**config.mk**
```make
export PLATFORM = sky130hd
export DESIGN_NAME = lcp_cache_policy
export DESIGN_NICKNAME = d
export VERILOG_FILES = /design/src/lcp_pkg.sv /design/src/lcp_stream_detect.sv /design/src/lcp_cache_policy.sv
export SDC_FILE = /design/constraint.sdc
export NUM_CORES = 1
export LEC_CHECK = 0
export BUFFER_PORTS_ARGS = -buffer_cell sky130_fd_sc_hd__buf_2
export CORE_AREA = 2 2 351 353
export DETAILED_ROUTE_END_ITERATION = 8
export DIE_AREA = 0 0 353 355
export SLEW_MARGIN = 10
export SYNTH_ARGS = -nofsm -noshare
export SYNTH_HDL_FRONTEND = slang
export SYNTH_SLANG_ARGS = --single-unit
```
**constraint.sdc**
```tcl
create_clock -name clock -period 13 [get_ports clock]
set_input_delay 1.95 -clock clock [delete_from_list [all_inputs] [get_ports clock]]
set_output_delay 1.95 -clock clock [all_outputs]
set_load 0.005 [all_outputs]
```
**src/lcp_pkg.sv**
```systemverilog
package lcp_pkg;
  localparam int LCP_LINE_BYTES = 64;
  localparam int LCP_WAYS = 4;
  localparam int LCP_SIZE_SMALL_KB = 32;
  localparam int LCP_SIZE_LARGE_KB = 64;
  localparam int LCP_FETCH_W = 128;
  localparam int LCP_LOAD_W = 128;
  localparam int LCP_STORE_W = 512;
  localparam int LCP_BEATS = 4;
  localparam int LCP_BEAT_W = 2;
  localparam int LCP_IDX_W = 8;
  localparam int LCP_LINE_W = 26;
  localparam int LCP_THR_W = 4;
  localparam int LCP_THREADS = 2;
  localparam int LCP_SYNC_STAGES = 3;
  localparam logic [LCP_IDX_W-1:0] LCP_IDX_RST = 8'h00;
  localparam logic [LCP_THR_W-1:0] LCP_CNT_RST = 4'h0;
  localparam logic [LCP_BEAT_W-1:0] LCP_BEAT_RST = 2'h0;

  typedef enum logic [1:0] {
    LCP_OP_INV_ADDR,
    LCP_OP_INV_SW,
    LCP_OP_CLEAN_SW,
    LCP_OP_NONE
  } lcp_op_t;

  typedef enum logic [1:0] {
    LCP_ST_INVALID,
    LCP_ST_SHARED_CLEAN,
    LCP_ST_UNIQUE_CLEAN,
    LCP_ST_UNIQUE_DIRTY
  } lcp_mesi_t;

  function automatic int lcp_sets(input int size_kb);
    return (size_kb * 1024) / (LCP_LINE_BYTES * LCP_WAYS);
  endfunction
endpackage

```
**src/lcp_stream_detect.sv**
```systemverilog
`timescale 1ns/1ps
module lcp_stream_detect (
  input wire logic clock,
  input wire logic rst_b,
  input wire logic fill_done,
  input wire logic fill_full,
  input wire logic wr_burst,
  input wire logic wr_full,
  input wire logic wr_cacheable,
  input wire logic [lcp_pkg::LCP_LINE_W-1:0] wr_line,
  input wire logic load_seen,
  input wire logic [lcp_pkg::LCP_LINE_W-1:0] load_line,
  input wire logic [lcp_pkg::LCP_THR_W-1:0] level1_stream_threshold,
  input wire logic [lcp_pkg::LCP_THR_W-1:0] level2_stream_threshold,
  input wire logic [lcp_pkg::LCP_THR_W-1:0] level3_stream_threshold,
  output logic stream_mode,
  output logic l2_stream,
  output logic l3_stream
);
  logic [lcp_pkg::LCP_THR_W-1:0] fill_cnt_reg;
  logic [lcp_pkg::LCP_THR_W-1:0] wr_cnt_reg;
  logic [lcp_pkg::LCP_LINE_W-1:0] wr_line_reg;
  logic stop;

  // Partial cacheable burst or load to the line being written out ends streaming
  assign stop = (wr_burst && wr_cacheable && !wr_full) ||
    (load_seen && stream_mode && load_line == wr_line_reg); // RULE_19

  // Consecutive full-line fills; a fill that was not fully written resets
  always_ff @(posedge clock or negedge rst_b)
  begin
    if (!rst_b)
      fill_cnt_reg <= lcp_pkg::LCP_CNT_RST;
    else if (stop || (fill_done && !fill_full))
      fill_cnt_reg <= lcp_pkg::LCP_CNT_RST;
    else if (fill_done && !stream_mode)
      fill_cnt_reg <= fill_cnt_reg + 4'h1; // RULE_17
  end

  always_ff @(posedge clock or negedge rst_b)
  begin
    if (!rst_b)
      stream_mode <= 1'b0;
    else if (stop)
      stream_mode <= 1'b0; // RULE_19
    else if (fill_done && fill_full && fill_cnt_reg + 4'h1 >= level1_stream_threshold)
      stream_mode <= 1'b1; // RULE_17
  end

  // Keeps counting full-line writes once streaming
  always_ff @(posedge clock or negedge rst_b)
  begin
    if (!rst_b)
      wr_cnt_reg <= lcp_pkg::LCP_CNT_RST;
    else if (stop || !stream_mode)
      wr_cnt_reg <= lcp_pkg::LCP_CNT_RST;
    else if (wr_burst && wr_full && wr_cnt_reg != 4'hf)
      wr_cnt_reg <= wr_cnt_reg + 4'h1; // RULE_20
  end

  always_ff @(posedge clock or negedge rst_b)
  begin
    if (!rst_b)
      wr_line_reg <= '0;
    else if (wr_burst)
      wr_line_reg <= wr_line;
  end

  assign l2_stream = stream_mode && wr_cnt_reg >= level2_stream_threshold; // RULE_20
  assign l3_stream = l2_stream && wr_cnt_reg >= level3_stream_threshold; // RULE_21
endmodule

```
**src/lcp_cache_policy.sv**
```systemverilog
`timescale 1ns/1ps
// Behaviour
// (RULE_01) Instruction and data cache sizes chosen separately at build: 32KB or 64KB.
// (RULE_02) Instruction cache has 64-byte lines, 4-way set associative.
// (RULE_03) Data cache has 64-byte lines, 4-way set associative.
// (RULE_04) Instruction fills arrive from level two over 128-bit reads.
// (RULE_05) Load data returns on 128 bits; store data enters on 512 bits.
// (RULE_06) Every miss fill delivers the critical word first, then the rest.
// (RULE_07) Cacheable fetches with instruction cache disabled act as non-cacheable.
// (RULE_08) Fetches to device pages act as non-cacheable normal fetches.
// (RULE_09) Fetch missing instruction cache may probe data cache; allocates only if enabled.
// (RULE_10) Data enable low: loads/stores non-cacheable, fetches skip level-two/three allocation.
// (RULE_11) Data cache maintenance runs regardless of the data enable.
// (RULE_12) One enable governs both level-one data and level-two caches.
// (RULE_13) Invalidate by address cleans a dirty line before invalidating.
// (RULE_14) Set/way invalidate and clean both clean then invalidate; override ignored.
// (RULE_15) Line states are unique dirty, unique clean, shared clean, invalid only.
// (RULE_16) Data cache allocates on read miss and on write miss.
// (RULE_17) Full line written before fill on consecutive fills enters streaming.
// (RULE_18) Streaming: loads normal; store misses write below without a fill.
// (RULE_19) Streaming ends on partial cacheable burst or load to outgoing line.
// (RULE_20) Further full-line writes past a threshold push level two into streaming.
// (RULE_21) Streaming tracked per thread; three thresholds for levels one to three.
// (RULE_22) Caches self-invalidate after reset unless debug recovery state suppresses it.
module lcp_cache_policy #(
  parameter int IC_SIZE_KB = lcp_pkg::LCP_SIZE_SMALL_KB,
  parameter int DC_SIZE_KB = lcp_pkg::LCP_SIZE_SMALL_KB
) (
  input wire logic clock,
  input wire logic rst_b,
  input wire logic icache_enable,
  input wire logic data_cache_enable_bit,
  input wire logic set_way_invalidate_override,
  input wire logic legacy_set_way_invalidate_override,
  input wire logic debug_recovery_state,
  input wire logic [lcp_pkg::LCP_THR_W-1:0] level1_stream_threshold,
  input wire logic [lcp_pkg::LCP_THR_W-1:0] level2_stream_threshold,
  input wire logic [lcp_pkg::LCP_THR_W-1:0] level3_stream_threshold,
  input wire logic fetch_valid,
  input wire logic fetch_cacheable,
  input wire logic fetch_device,
  input wire logic fetch_ic_hit,
  output logic fetch_noncacheable,
  output logic fetch_dc_lookup,
  output logic fetch_dc_alloc,
  output logic fetch_l2_alloc,
  input wire logic acc_valid,
  input wire logic acc_thread,
  input wire logic acc_store,
  input wire logic acc_cacheable,
  input wire logic acc_hit,
  input wire logic [lcp_pkg::LCP_LINE_W-1:0] acc_line,
  output logic acc_noncacheable,
  output logic acc_alloc,
  output logic acc_write_below,
  input wire logic fill_start,
  input wire logic [lcp_pkg::LCP_BEAT_W-1:0] fill_crit_beat,
  input wire logic fill_beat_valid,
  input wire logic [lcp_pkg::LCP_FETCH_W-1:0] fill_beat_data,
  output logic [lcp_pkg::LCP_BEAT_W-1:0] fill_beat_index,
  output logic fill_busy,
  input wire logic store_valid,
  input wire logic [lcp_pkg::LCP_STORE_W-1:0] store_data,
  input wire logic load_valid,
  input wire logic [lcp_pkg::LCP_BEAT_W-1:0] load_beat,
  output logic [lcp_pkg::LCP_LOAD_W-1:0] load_data,
  input wire logic fill_done,
  input wire logic fill_full,
  input wire logic fill_thread,
  input wire logic wr_burst,
  input wire logic wr_full,
  input wire logic wr_cacheable,
  input wire logic wr_thread,
  input wire logic [lcp_pkg::LCP_LINE_W-1:0] wr_line,
  output logic [lcp_pkg::LCP_THREADS-1:0] stream_mode,
  output logic [lcp_pkg::LCP_THREADS-1:0] l2_stream_req,
  output logic [lcp_pkg::LCP_THREADS-1:0] l3_stream_req,
  input wire logic tag_valid,
  input wire logic tag_unique,
  input wire logic dirty_bit,
  output lcp_pkg::lcp_mesi_t line_state,
  input wire logic mnt_valid,
  input wire lcp_pkg::lcp_op_t mnt_op,
  output logic mnt_ready,
  output logic mnt_clean,
  output logic mnt_invalidate,
  output logic mnt_done,
  output logic init_busy,
  output logic init_ic_wr,
  output logic init_dc_wr,
  output logic [lcp_pkg::LCP_IDX_W-1:0] init_index
);
  // Set counts follow size, line length and way count
  localparam int IC_SETS = lcp_pkg::lcp_sets(IC_SIZE_KB); // RULE_01 RULE_02
  localparam int DC_SETS = lcp_pkg::lcp_sets(DC_SIZE_KB); // RULE_01 RULE_03
  localparam int MAX_SETS = (IC_SETS > DC_SETS) ? IC_SETS : DC_SETS;
  localparam logic [lcp_pkg::LCP_IDX_W:0] IC_LAST = (lcp_pkg::LCP_IDX_W+1)'(IC_SETS - 1);
  localparam logic [lcp_pkg::LCP_IDX_W:0] DC_LAST = (lcp_pkg::LCP_IDX_W+1)'(DC_SETS - 1);
  localparam logic [lcp_pkg::LCP_IDX_W:0] ALL_LAST = (lcp_pkg::LCP_IDX_W+1)'(MAX_SETS - 1);

  typedef enum logic [2:0] {
    LCP_SYNC_WAIT,
    LCP_INIT,
    LCP_IDLE,
    LCP_CLEAN,
    LCP_INVAL,
    LCP_DONE
  } lcp_state_t;

  lcp_state_t state_reg;
  lcp_state_t state_next;
  logic [lcp_pkg::LCP_SYNC_STAGES-1:0] dbg_sync_reg;
  logic [1:0] wait_reg;
  logic [lcp_pkg::LCP_IDX_W:0] idx_reg;
  logic [lcp_pkg::LCP_BEAT_W-1:0] beat_cnt_reg;
  logic [lcp_pkg::LCP_BEAT_W-1:0] crit_reg;
  logic [lcp_pkg::LCP_LOAD_W-1:0] line_buf [lcp_pkg::LCP_BEATS];
  logic cache_on;
  logic streaming;
  logic [lcp_pkg::LCP_THREADS-1:0] fill_ev;
  logic [lcp_pkg::LCP_THREADS-1:0] wr_ev;
  logic [lcp_pkg::LCP_THREADS-1:0] ld_ev;

  function automatic lcp_pkg::lcp_mesi_t mesi_of(input logic v, input logic u, input logic d);
    // Dirty shared has no encoding; a dirty line is always unique
    if (!v)
      return lcp_pkg::LCP_ST_INVALID;
    else if (d)
      return lcp_pkg::LCP_ST_UNIQUE_DIRTY;
    else if (u)
      return lcp_pkg::LCP_ST_UNIQUE_CLEAN;
    else
      return lcp_pkg::LCP_ST_SHARED_CLEAN;
  endfunction

  // Debug recovery state is a power-channel pin: three flops, later two agree
  always_ff @(posedge clock or negedge rst_b)
  begin
    if (!rst_b)
      dbg_sync_reg <= '0;
    else
      dbg_sync_reg <= {dbg_sync_reg[1:0], debug_recovery_state};
  end

  // Let the synchroniser settle before the strap is judged
  always_ff @(posedge clock or negedge rst_b)
  begin
    if (!rst_b)
      wait_reg <= 2'h0;
    else if (state_reg == LCP_SYNC_WAIT && wait_reg != 2'h3)
      wait_reg <= wait_reg + 2'h1;
  end

  // One enable for level-one data and level-two; no separate control exists
  assign cache_on = data_cache_enable_bit; // RULE_12

  // Instruction side policy
  always_comb
  begin
    fetch_noncacheable = !fetch_cacheable || fetch_device || !icache_enable; // RULE_07 RULE_08
    fetch_dc_lookup = fetch_valid && icache_enable && !fetch_ic_hit; // RULE_09
    fetch_dc_alloc = fetch_dc_lookup && cache_on && !fetch_noncacheable; // RULE_09
    fetch_l2_alloc = fetch_valid && !fetch_noncacheable && cache_on; // RULE_10
  end

  // Data side policy
  assign streaming = stream_mode[acc_thread];
  always_comb
  begin
    acc_noncacheable = !acc_cacheable || !cache_on; // RULE_10
    acc_alloc = acc_valid && !acc_noncacheable && !acc_hit &&
      (!acc_store || !streaming); // RULE_16 RULE_18
    acc_write_below = acc_valid && acc_store && !acc_hit &&
      (acc_noncacheable || streaming); // RULE_18
  end

  // Fill order: critical beat then wrap through the line
  always_ff @(posedge clock or negedge rst_b)
  begin
    if (!rst_b)
    begin
      beat_cnt_reg <= lcp_pkg::LCP_BEAT_RST;
      crit_reg <= lcp_pkg::LCP_BEAT_RST;
      fill_busy <= 1'b0;
    end
    else if (fill_start)
    begin
      crit_reg <= fill_crit_beat; // RULE_06
      beat_cnt_reg <= lcp_pkg::LCP_BEAT_RST;
      fill_busy <= 1'b1;
    end
    else if (fill_busy && fill_beat_valid)
    begin
      beat_cnt_reg <= beat_cnt_reg + 2'h1;
      if (beat_cnt_reg == 2'h3)
        fill_busy <= 1'b0;
    end
  end
  assign fill_beat_index = crit_reg + beat_cnt_reg; // RULE_06

  // Line buffer: 128-bit fill beats in, whole 512-bit store line in
  always_ff @(posedge clock)
  begin
    if (store_valid)
    begin
      for (int i = 0; i < lcp_pkg::LCP_BEATS; i++)
        line_buf[i] <= store_data[i*lcp_pkg::LCP_LOAD_W +: lcp_pkg::LCP_LOAD_W]; // RULE_05
    end
    else if (fill_busy && fill_beat_valid)
      line_buf[fill_beat_index] <= fill_beat_data; // RULE_04
  end

  always_ff @(posedge clock or negedge rst_b)
  begin
    if (!rst_b)
      load_data <= '0;
    else if (load_valid)
      load_data <= line_buf[load_beat]; // RULE_05
  end

  // Per-thread streaming detectors
  assign fill_ev = {fill_done && fill_thread, fill_done && !fill_thread};
  assign wr_ev = {wr_burst && wr_thread, wr_burst && !wr_thread};
  assign ld_ev = {acc_valid && !acc_store && acc_thread, acc_valid && !acc_store && !acc_thread};

  for (genvar t = 0; t < lcp_pkg::LCP_THREADS; t++)
  begin : g_thr
    lcp_stream_detect u_det ( // RULE_21
      .clock(clock),
      .rst_b(rst_b),
      .fill_done(fill_ev[t]),
      .fill_full(fill_full),
      .wr_burst(wr_ev[t]),
      .wr_full(wr_full),
      .wr_cacheable(wr_cacheable),
      .wr_line(wr_line),
      .load_seen(ld_ev[t]),
      .load_line(acc_line),
      .level1_stream_threshold(level1_stream_threshold),
      .level2_stream_threshold(level2_stream_threshold),
      .level3_stream_threshold(level3_stream_threshold),
      .stream_mode(stream_mode[t]),
      .l2_stream(l2_stream_req[t]),
      .l3_stream(l3_stream_req[t])
    );
  end

  assign line_state = mesi_of(tag_valid, tag_unique, dirty_bit); // RULE_15

  // Maintenance and reset invalidation sequencer
  always_comb
  begin
    state_next = state_reg;
    case (state_reg)
      LCP_SYNC_WAIT:
        if (wait_reg == 2'h3)
          state_next = (dbg_sync_reg[2] == dbg_sync_reg[1] && dbg_sync_reg[2]) ? LCP_IDLE : LCP_INIT; // RULE_22
      LCP_INIT:
        if (idx_reg == ALL_LAST)
          state_next = LCP_IDLE;
      LCP_IDLE:
        // Runs with the data enable in any state
        if (mnt_valid && mnt_op != lcp_pkg::LCP_OP_NONE) // RULE_11
        begin
          // Override bits are not consulted: set/way ops always clean first
          if (mnt_op == lcp_pkg::LCP_OP_INV_ADDR && !dirty_bit) // RULE_13
            state_next = LCP_INVAL;
          else
            state_next = LCP_CLEAN; // RULE_13 RULE_14
        end
      LCP_CLEAN:
        state_next = LCP_INVAL;
      LCP_INVAL:
        state_next = LCP_DONE;
      LCP_DONE:
        state_next = LCP_IDLE;
      default:
        state_next = LCP_IDLE;
    endcase
  end

  always_ff @(posedge clock or negedge rst_b)
  begin
    if (!rst_b)
      state_reg <= LCP_SYNC_WAIT;
    else
      state_reg <= state_next;
  end

  always_ff @(posedge clock or negedge rst_b)
  begin
    if (!rst_b)
      idx_reg <= '0;
    else if (state_reg == LCP_INIT)
      idx_reg <= idx_reg + 9'h001; // RULE_22
  end

  assign mnt_ready = state_reg == LCP_IDLE;
  assign mnt_clean = state_reg == LCP_CLEAN;
  assign mnt_invalidate = state_reg == LCP_INVAL;
  assign mnt_done = state_reg == LCP_DONE;
  assign init_busy = state_reg == LCP_SYNC_WAIT || state_reg == LCP_INIT;
  assign init_ic_wr = state_reg == LCP_INIT && idx_reg <= IC_LAST; // RULE_22
  assign init_dc_wr = state_reg == LCP_INIT && idx_reg <= DC_LAST; // RULE_22
  assign init_index = idx_reg[lcp_pkg::LCP_IDX_W-1:0];

  property p_ic_geom;
    @(posedge clock) disable iff (!rst_b)
    init_ic_wr |-> idx_reg < 9'((IC_SIZE_KB * 1024) / 256);
  endproperty
  a_ic_geom: assert property (p_ic_geom) else $error("ic index past set count"); // RULE_01 RULE_02
  property p_dc_geom;
    @(posedge clock) disable iff (!rst_b)
    init_dc_wr |-> idx_reg < 9'((DC_SIZE_KB * 1024) / 256);
  endproperty
  a_dc_geom: assert property (p_dc_geom) else $error("dc index past set count"); // RULE_01 RULE_03
  property p_crit_first;
    @(posedge clock) disable iff (!rst_b)
    fill_start |=> fill_beat_index == $past(fill_crit_beat);
  endproperty
  a_crit_first: assert property (p_crit_first) else $error("fill did not start at critical beat"); // RULE_06
  property p_load_path;
    @(posedge clock) disable iff (!rst_b)
    load_valid && !store_valid && !fill_busy ##1 !store_valid && !fill_busy
      |-> load_data == line_buf[$past(load_beat)];
  endproperty
  a_load_path: assert property (p_load_path) else $error("load data not from line buffer"); // RULE_05
  property p_ic_off;
    @(posedge clock) disable iff (!rst_b)
    (!icache_enable || fetch_device) |-> fetch_noncacheable && !fetch_l2_alloc;
  endproperty
  a_ic_off: assert property (p_ic_off) else $error("fetch cached while disabled or device"); // RULE_07 RULE_08
  property p_dc_alloc;
    @(posedge clock) disable iff (!rst_b)
    fetch_dc_alloc |-> data_cache_enable_bit && icache_enable && !fetch_ic_hit;
  endproperty
  a_dc_alloc: assert property (p_dc_alloc) else $error("fetch allocated data line wrongly"); // RULE_09
  property p_dc_off;
    @(posedge clock) disable iff (!rst_b)
    !data_cache_enable_bit |-> acc_noncacheable && !acc_alloc && !fetch_l2_alloc;
  endproperty
  a_dc_off: assert property (p_dc_off) else $error("cache used with data enable low"); // RULE_10 RULE_12
  property p_clean_then_inv;
    @(posedge clock) disable iff (!rst_b)
    mnt_ready && mnt_valid && (mnt_op == lcp_pkg::LCP_OP_INV_SW || mnt_op == lcp_pkg::LCP_OP_CLEAN_SW ||
      (mnt_op == lcp_pkg::LCP_OP_INV_ADDR && dirty_bit)) |=> mnt_clean ##1 mnt_invalidate ##1 mnt_done;
  endproperty
  a_clean_then_inv: assert property (p_clean_then_inv) else $error("clean not before invalidate"); // RULE_13 RULE_14
  property p_no_shared_dirty;
    @(posedge clock) disable iff (!rst_b)
    tag_valid && dirty_bit |-> line_state == lcp_pkg::LCP_ST_UNIQUE_DIRTY;
  endproperty
  a_no_shared_dirty: assert property (p_no_shared_dirty) else $error("dirty line not unique dirty"); // RULE_15
  property p_stream_store;
    @(posedge clock) disable iff (!rst_b)
    acc_valid && acc_store && !acc_hit && stream_mode[acc_thread] |-> !acc_alloc && acc_write_below;
  endproperty
  a_stream_store: assert property (p_stream_store) else $error("streaming store miss started fill"); // RULE_18
  property p_init_done;
    @(posedge clock) disable iff (!rst_b)
    $rose(state_reg == LCP_INIT) |-> ##[1:300] state_reg == LCP_IDLE;
  endproperty
  a_init_done: assert property (p_init_done) else $error("reset invalidate did not finish"); // RULE_22
endmodule

```
==> flow_summary.json <==
{
  "placeable_core_area_sq_mm": 0.1214,
  "drt-pass1-iter-count": 5,
  "layout_cells_sized_above_1_pct": 40.39,
  "synthesis.area_sq_mm": 0.03394,
  "cp_num_buf_inv": 3,
  "via_count": 24190,
  "cts_repair_resize_count": 0,
  "async_flop_share_pct": 30.05,
  "power_density_mw_per_mm2": 149.7,
  "fin_skew_ps": 23.40,
  "area_of_the_die_sq_mm": 0.1253,
  "path_cells": "buf_2 > inv_1 > ha_1 > a21boi_0 > o21ai_0 > a21oi_1 > nor2b_1 > buf_2",
  "detailedPlacementHpwl_um": 83360,
  "syn_to_final_growth_pct": 26.09,
  "timing.final.max_slew_violations": 0,
  "synth_area_per_cell_sq_um": 13.42,
  "grt_max_degree": 89,
  "p_leak_nw": 18.47,
  "gp_congestion": 0.8491,
  "ctsLongestPathBuffers": 3,
  "timing.critical_path.from_type": "input port",
  "hold_path.startpoint": "dbg_sync_reg[0]",
  "ys_ff_latch": 732,
  "endpoint_kind": "primary output",
  "synth_common_cells": "edfxtp_1, nor2_1, a21oi_1",
  "hold_end": "dbg_sync_reg[1]",
  "die_y_um": 355,
  "finalCriticalPeriod_ps": 5342,
  "min_period_over_period_pct": 41.09,
  "holdCritPathClass": "reg -> reg",
  "yosys_warnings": 0,
  "finalWirelength_um": 115300,
  "critical_path_depth": 8,
  "capture_instance_of_the_worst_register_to_register_path": "line_buf[0][111]",
  "fillers": 12250,
  "max_slew.worst_pin.slew_ps": 1127,
  "final-seq-area_sq_mm": 0.02088,
  "detailedRoute.firstIterationViolations": 1486,
  "detail_route.wl_per_cell_um": 22.63,
  "maxClockFrequency_ghz": 0.1872,
  "initial_utilization_pct": 27.95,
  "synth.most_common_cell": "edfxtp_1",
  "chipWidth_um": 353,
  "power.ir.vdd_worst_mv": 0.09885,
  "syn_nets": 3302,
  "vias_per_cell": 4.748,
  "worst-path-max-fanout": 2,
  "cp_top_family": "compound AO/OA/AOI/OAI gates",
  "critical_path.max_stage_delay_ps": 380,
  "cts_hold_buf": 0,
  "r2r_start": "fill_busy",
  "ant_nets": 0,
  "antenna_found_initial": 80,
  "timing.critical_path.arrival_ps": 3390,
  "maxCapViolations": 0,
  "ys_seq_area_share_pct": 61.53,
  "cts_tree": "yes",
  "totalNegativeSetupSlack_ps": 0,
  "yosys-top-cells-area": "edfxtp_1, dfrtp_1, mux4_2, mux2_2, mux2i_1",
  "count_of_buffers_from_port_buffering": 899,
  "finish.utilization_pct": 35.25,
  "num_rows": 128,
  "maxSlewHeadroom_pct": 24.24,
  "first_global_vias": 24680,
  "critPathKind": "in -> out",
  "count_of_mapped_cells_out_of_synthesis": 2529,
  "multiInputGateArea_sq_mm": 0.01175,
  "reg2regPathDepth": 7,
  "r2r_setup_slack_ps": 8960,
  "cts_sinks": 732,
  "postCtsSetupBuffers": 0,
  "final-hold-violation-count": 0,
  "wire_length_of_the_first_global_routing_pass_um": 164800,
  "global_route.usage.total_pct": 17.93,
  "flip_flop_count_of_the_largest_register_all_copies_and_words_added": 512,
  "overflow_after_grt": 0,
  "clk_root_buffer_cell": "clkbuf_16",
  "cp.required_ps": 11050,
  "finalSetupViolations": 0,
  "synth_cell_types": 50,
  "hold_path_depth": 0,
  "critPathMostFrequentCell": "buf_2",
  "synth-main-ff-cell": "edfxtp_1",
  "htree_levels": 3,
  "cts_buffers": 83,
  "critPathSlowestCell": "nor2b_1",
  "clk_pin_slew_ps": 60,
  "synth_edf_count": 512,
  "top_level_ports": 902,
  "rsz0062_at_grt": "no",
  "synth_top_area_share_pct": 45.31,
  "outcome": "completed",
  "clkLatencyLatePin_ps": 660,
  "final_nets": 4156,
  "post-synth-top-area-cell": "edfxtp_1",
  "drc": 0
}
==> layout make-up <==
cell class	count	area share (%)
sequential	732	48.80
multi-input combinational	1485	27.46
timing repair buffer	932	11.17
clock buffer	101	5.272
tap	1625	4.752
inverter	149	1.307
clock inverter	50	1.126
antenna	20	0.1170
==> kinds of logic (layout without fill, tap and decap cells) <==
group,count (synthesis),after routing,synth area share (%)
xor+xnor,80,80,2.109
simple gates,505,505,6.213
mux,445,445,18.53
fa+ha+maj,32,32,1.180
flops,732,732,61.53
buf+inv,312,1232,4.000
other cells,0,20,0
compound gates,423,423,6.441
==> metal layers <==
| metal | GRT usage [%] | wire length [um] | up-vias | share of wire, % |
|---|---|---|---|---|
| li1 | - | - | 10940 | - |
| met1 | 21.19 | 45010 | 12010 | 39 |
| met2 | 31.16 | 57250 | 928 | 50 |
| met3 | 5.738 | 9610 | 238 | 8.3 |
| met4 | 5.251 | 2912 | 72 | 2.5 |
| met5 | 0 | 468 | - | 0.41 |
==> through the flow <==
stage | total power [mW] | instances | setup slack [ps] | area (sq um) | hold WS, ps
6_report | 6.405 | 5094 | 7658 | 42790 | 347.7
5_1_grt | 6.683 | 5085 | 7598 | 42770 | 373.5
4_1_cts | 6.482 | 5074 | 7636 | 42740 | 348.1
3_5_place_dp | 4.095 | 4923 | 7307 | 40000 | 334.7
3_3_place_gp | 4.069 | 4923 | 7388 | 40000 | 334.6
2_1_floorplan | 3.614 | 2529 | 6975 | 33940 | 331.2
==> layout by cell type (no fill, tap or decap), drive strengths merged, types with 32 or more instances in the layout <==
master / n
a21oi: 262
buf: 932
clkbuf: 101
clkinv: 34
dfrtp: 220
edfxtp: 512
ha: 32
inv: 153
mux2: 185
mux2i: 132
mux4: 128
nand2: 148
nor2: 271
o21ai: 136
xnor2: 35
xor2: 45
==> worst max path at each step <==
stage                          startpoint               end
6_report       level2_stream_threshold[1]  l3_stream_req[1]
5_1_grt        level2_stream_threshold[0]  l3_stream_req[1]
4_1_cts        level2_stream_threshold[1]  l3_stream_req[1]
3_5_place_dp              fill_beat_valid  line_buf[0][111]
3_3_place_gp              fill_beat_valid  line_buf[0][114]
2_1_floorplan             fill_beat_valid    line_buf[1][0]
==> report_power, final <==
| part | leakage [nW] | total, mW | switching [mW] | internal (mW) |
|---|---|---|---|---|
| Clock | 1.35 | 2.37 | 0.978 | 1.40 |
| Sequential | 7.66 | 2.98 | 0.133 | 2.85 |
| Combinational | 9.46 | 1.05 | 0.570 | 0.481 |
| Total | 18.5 | 6.40 | 1.68 | 4.72 |
No activity file was read; power rests on OpenSTA's default activity.
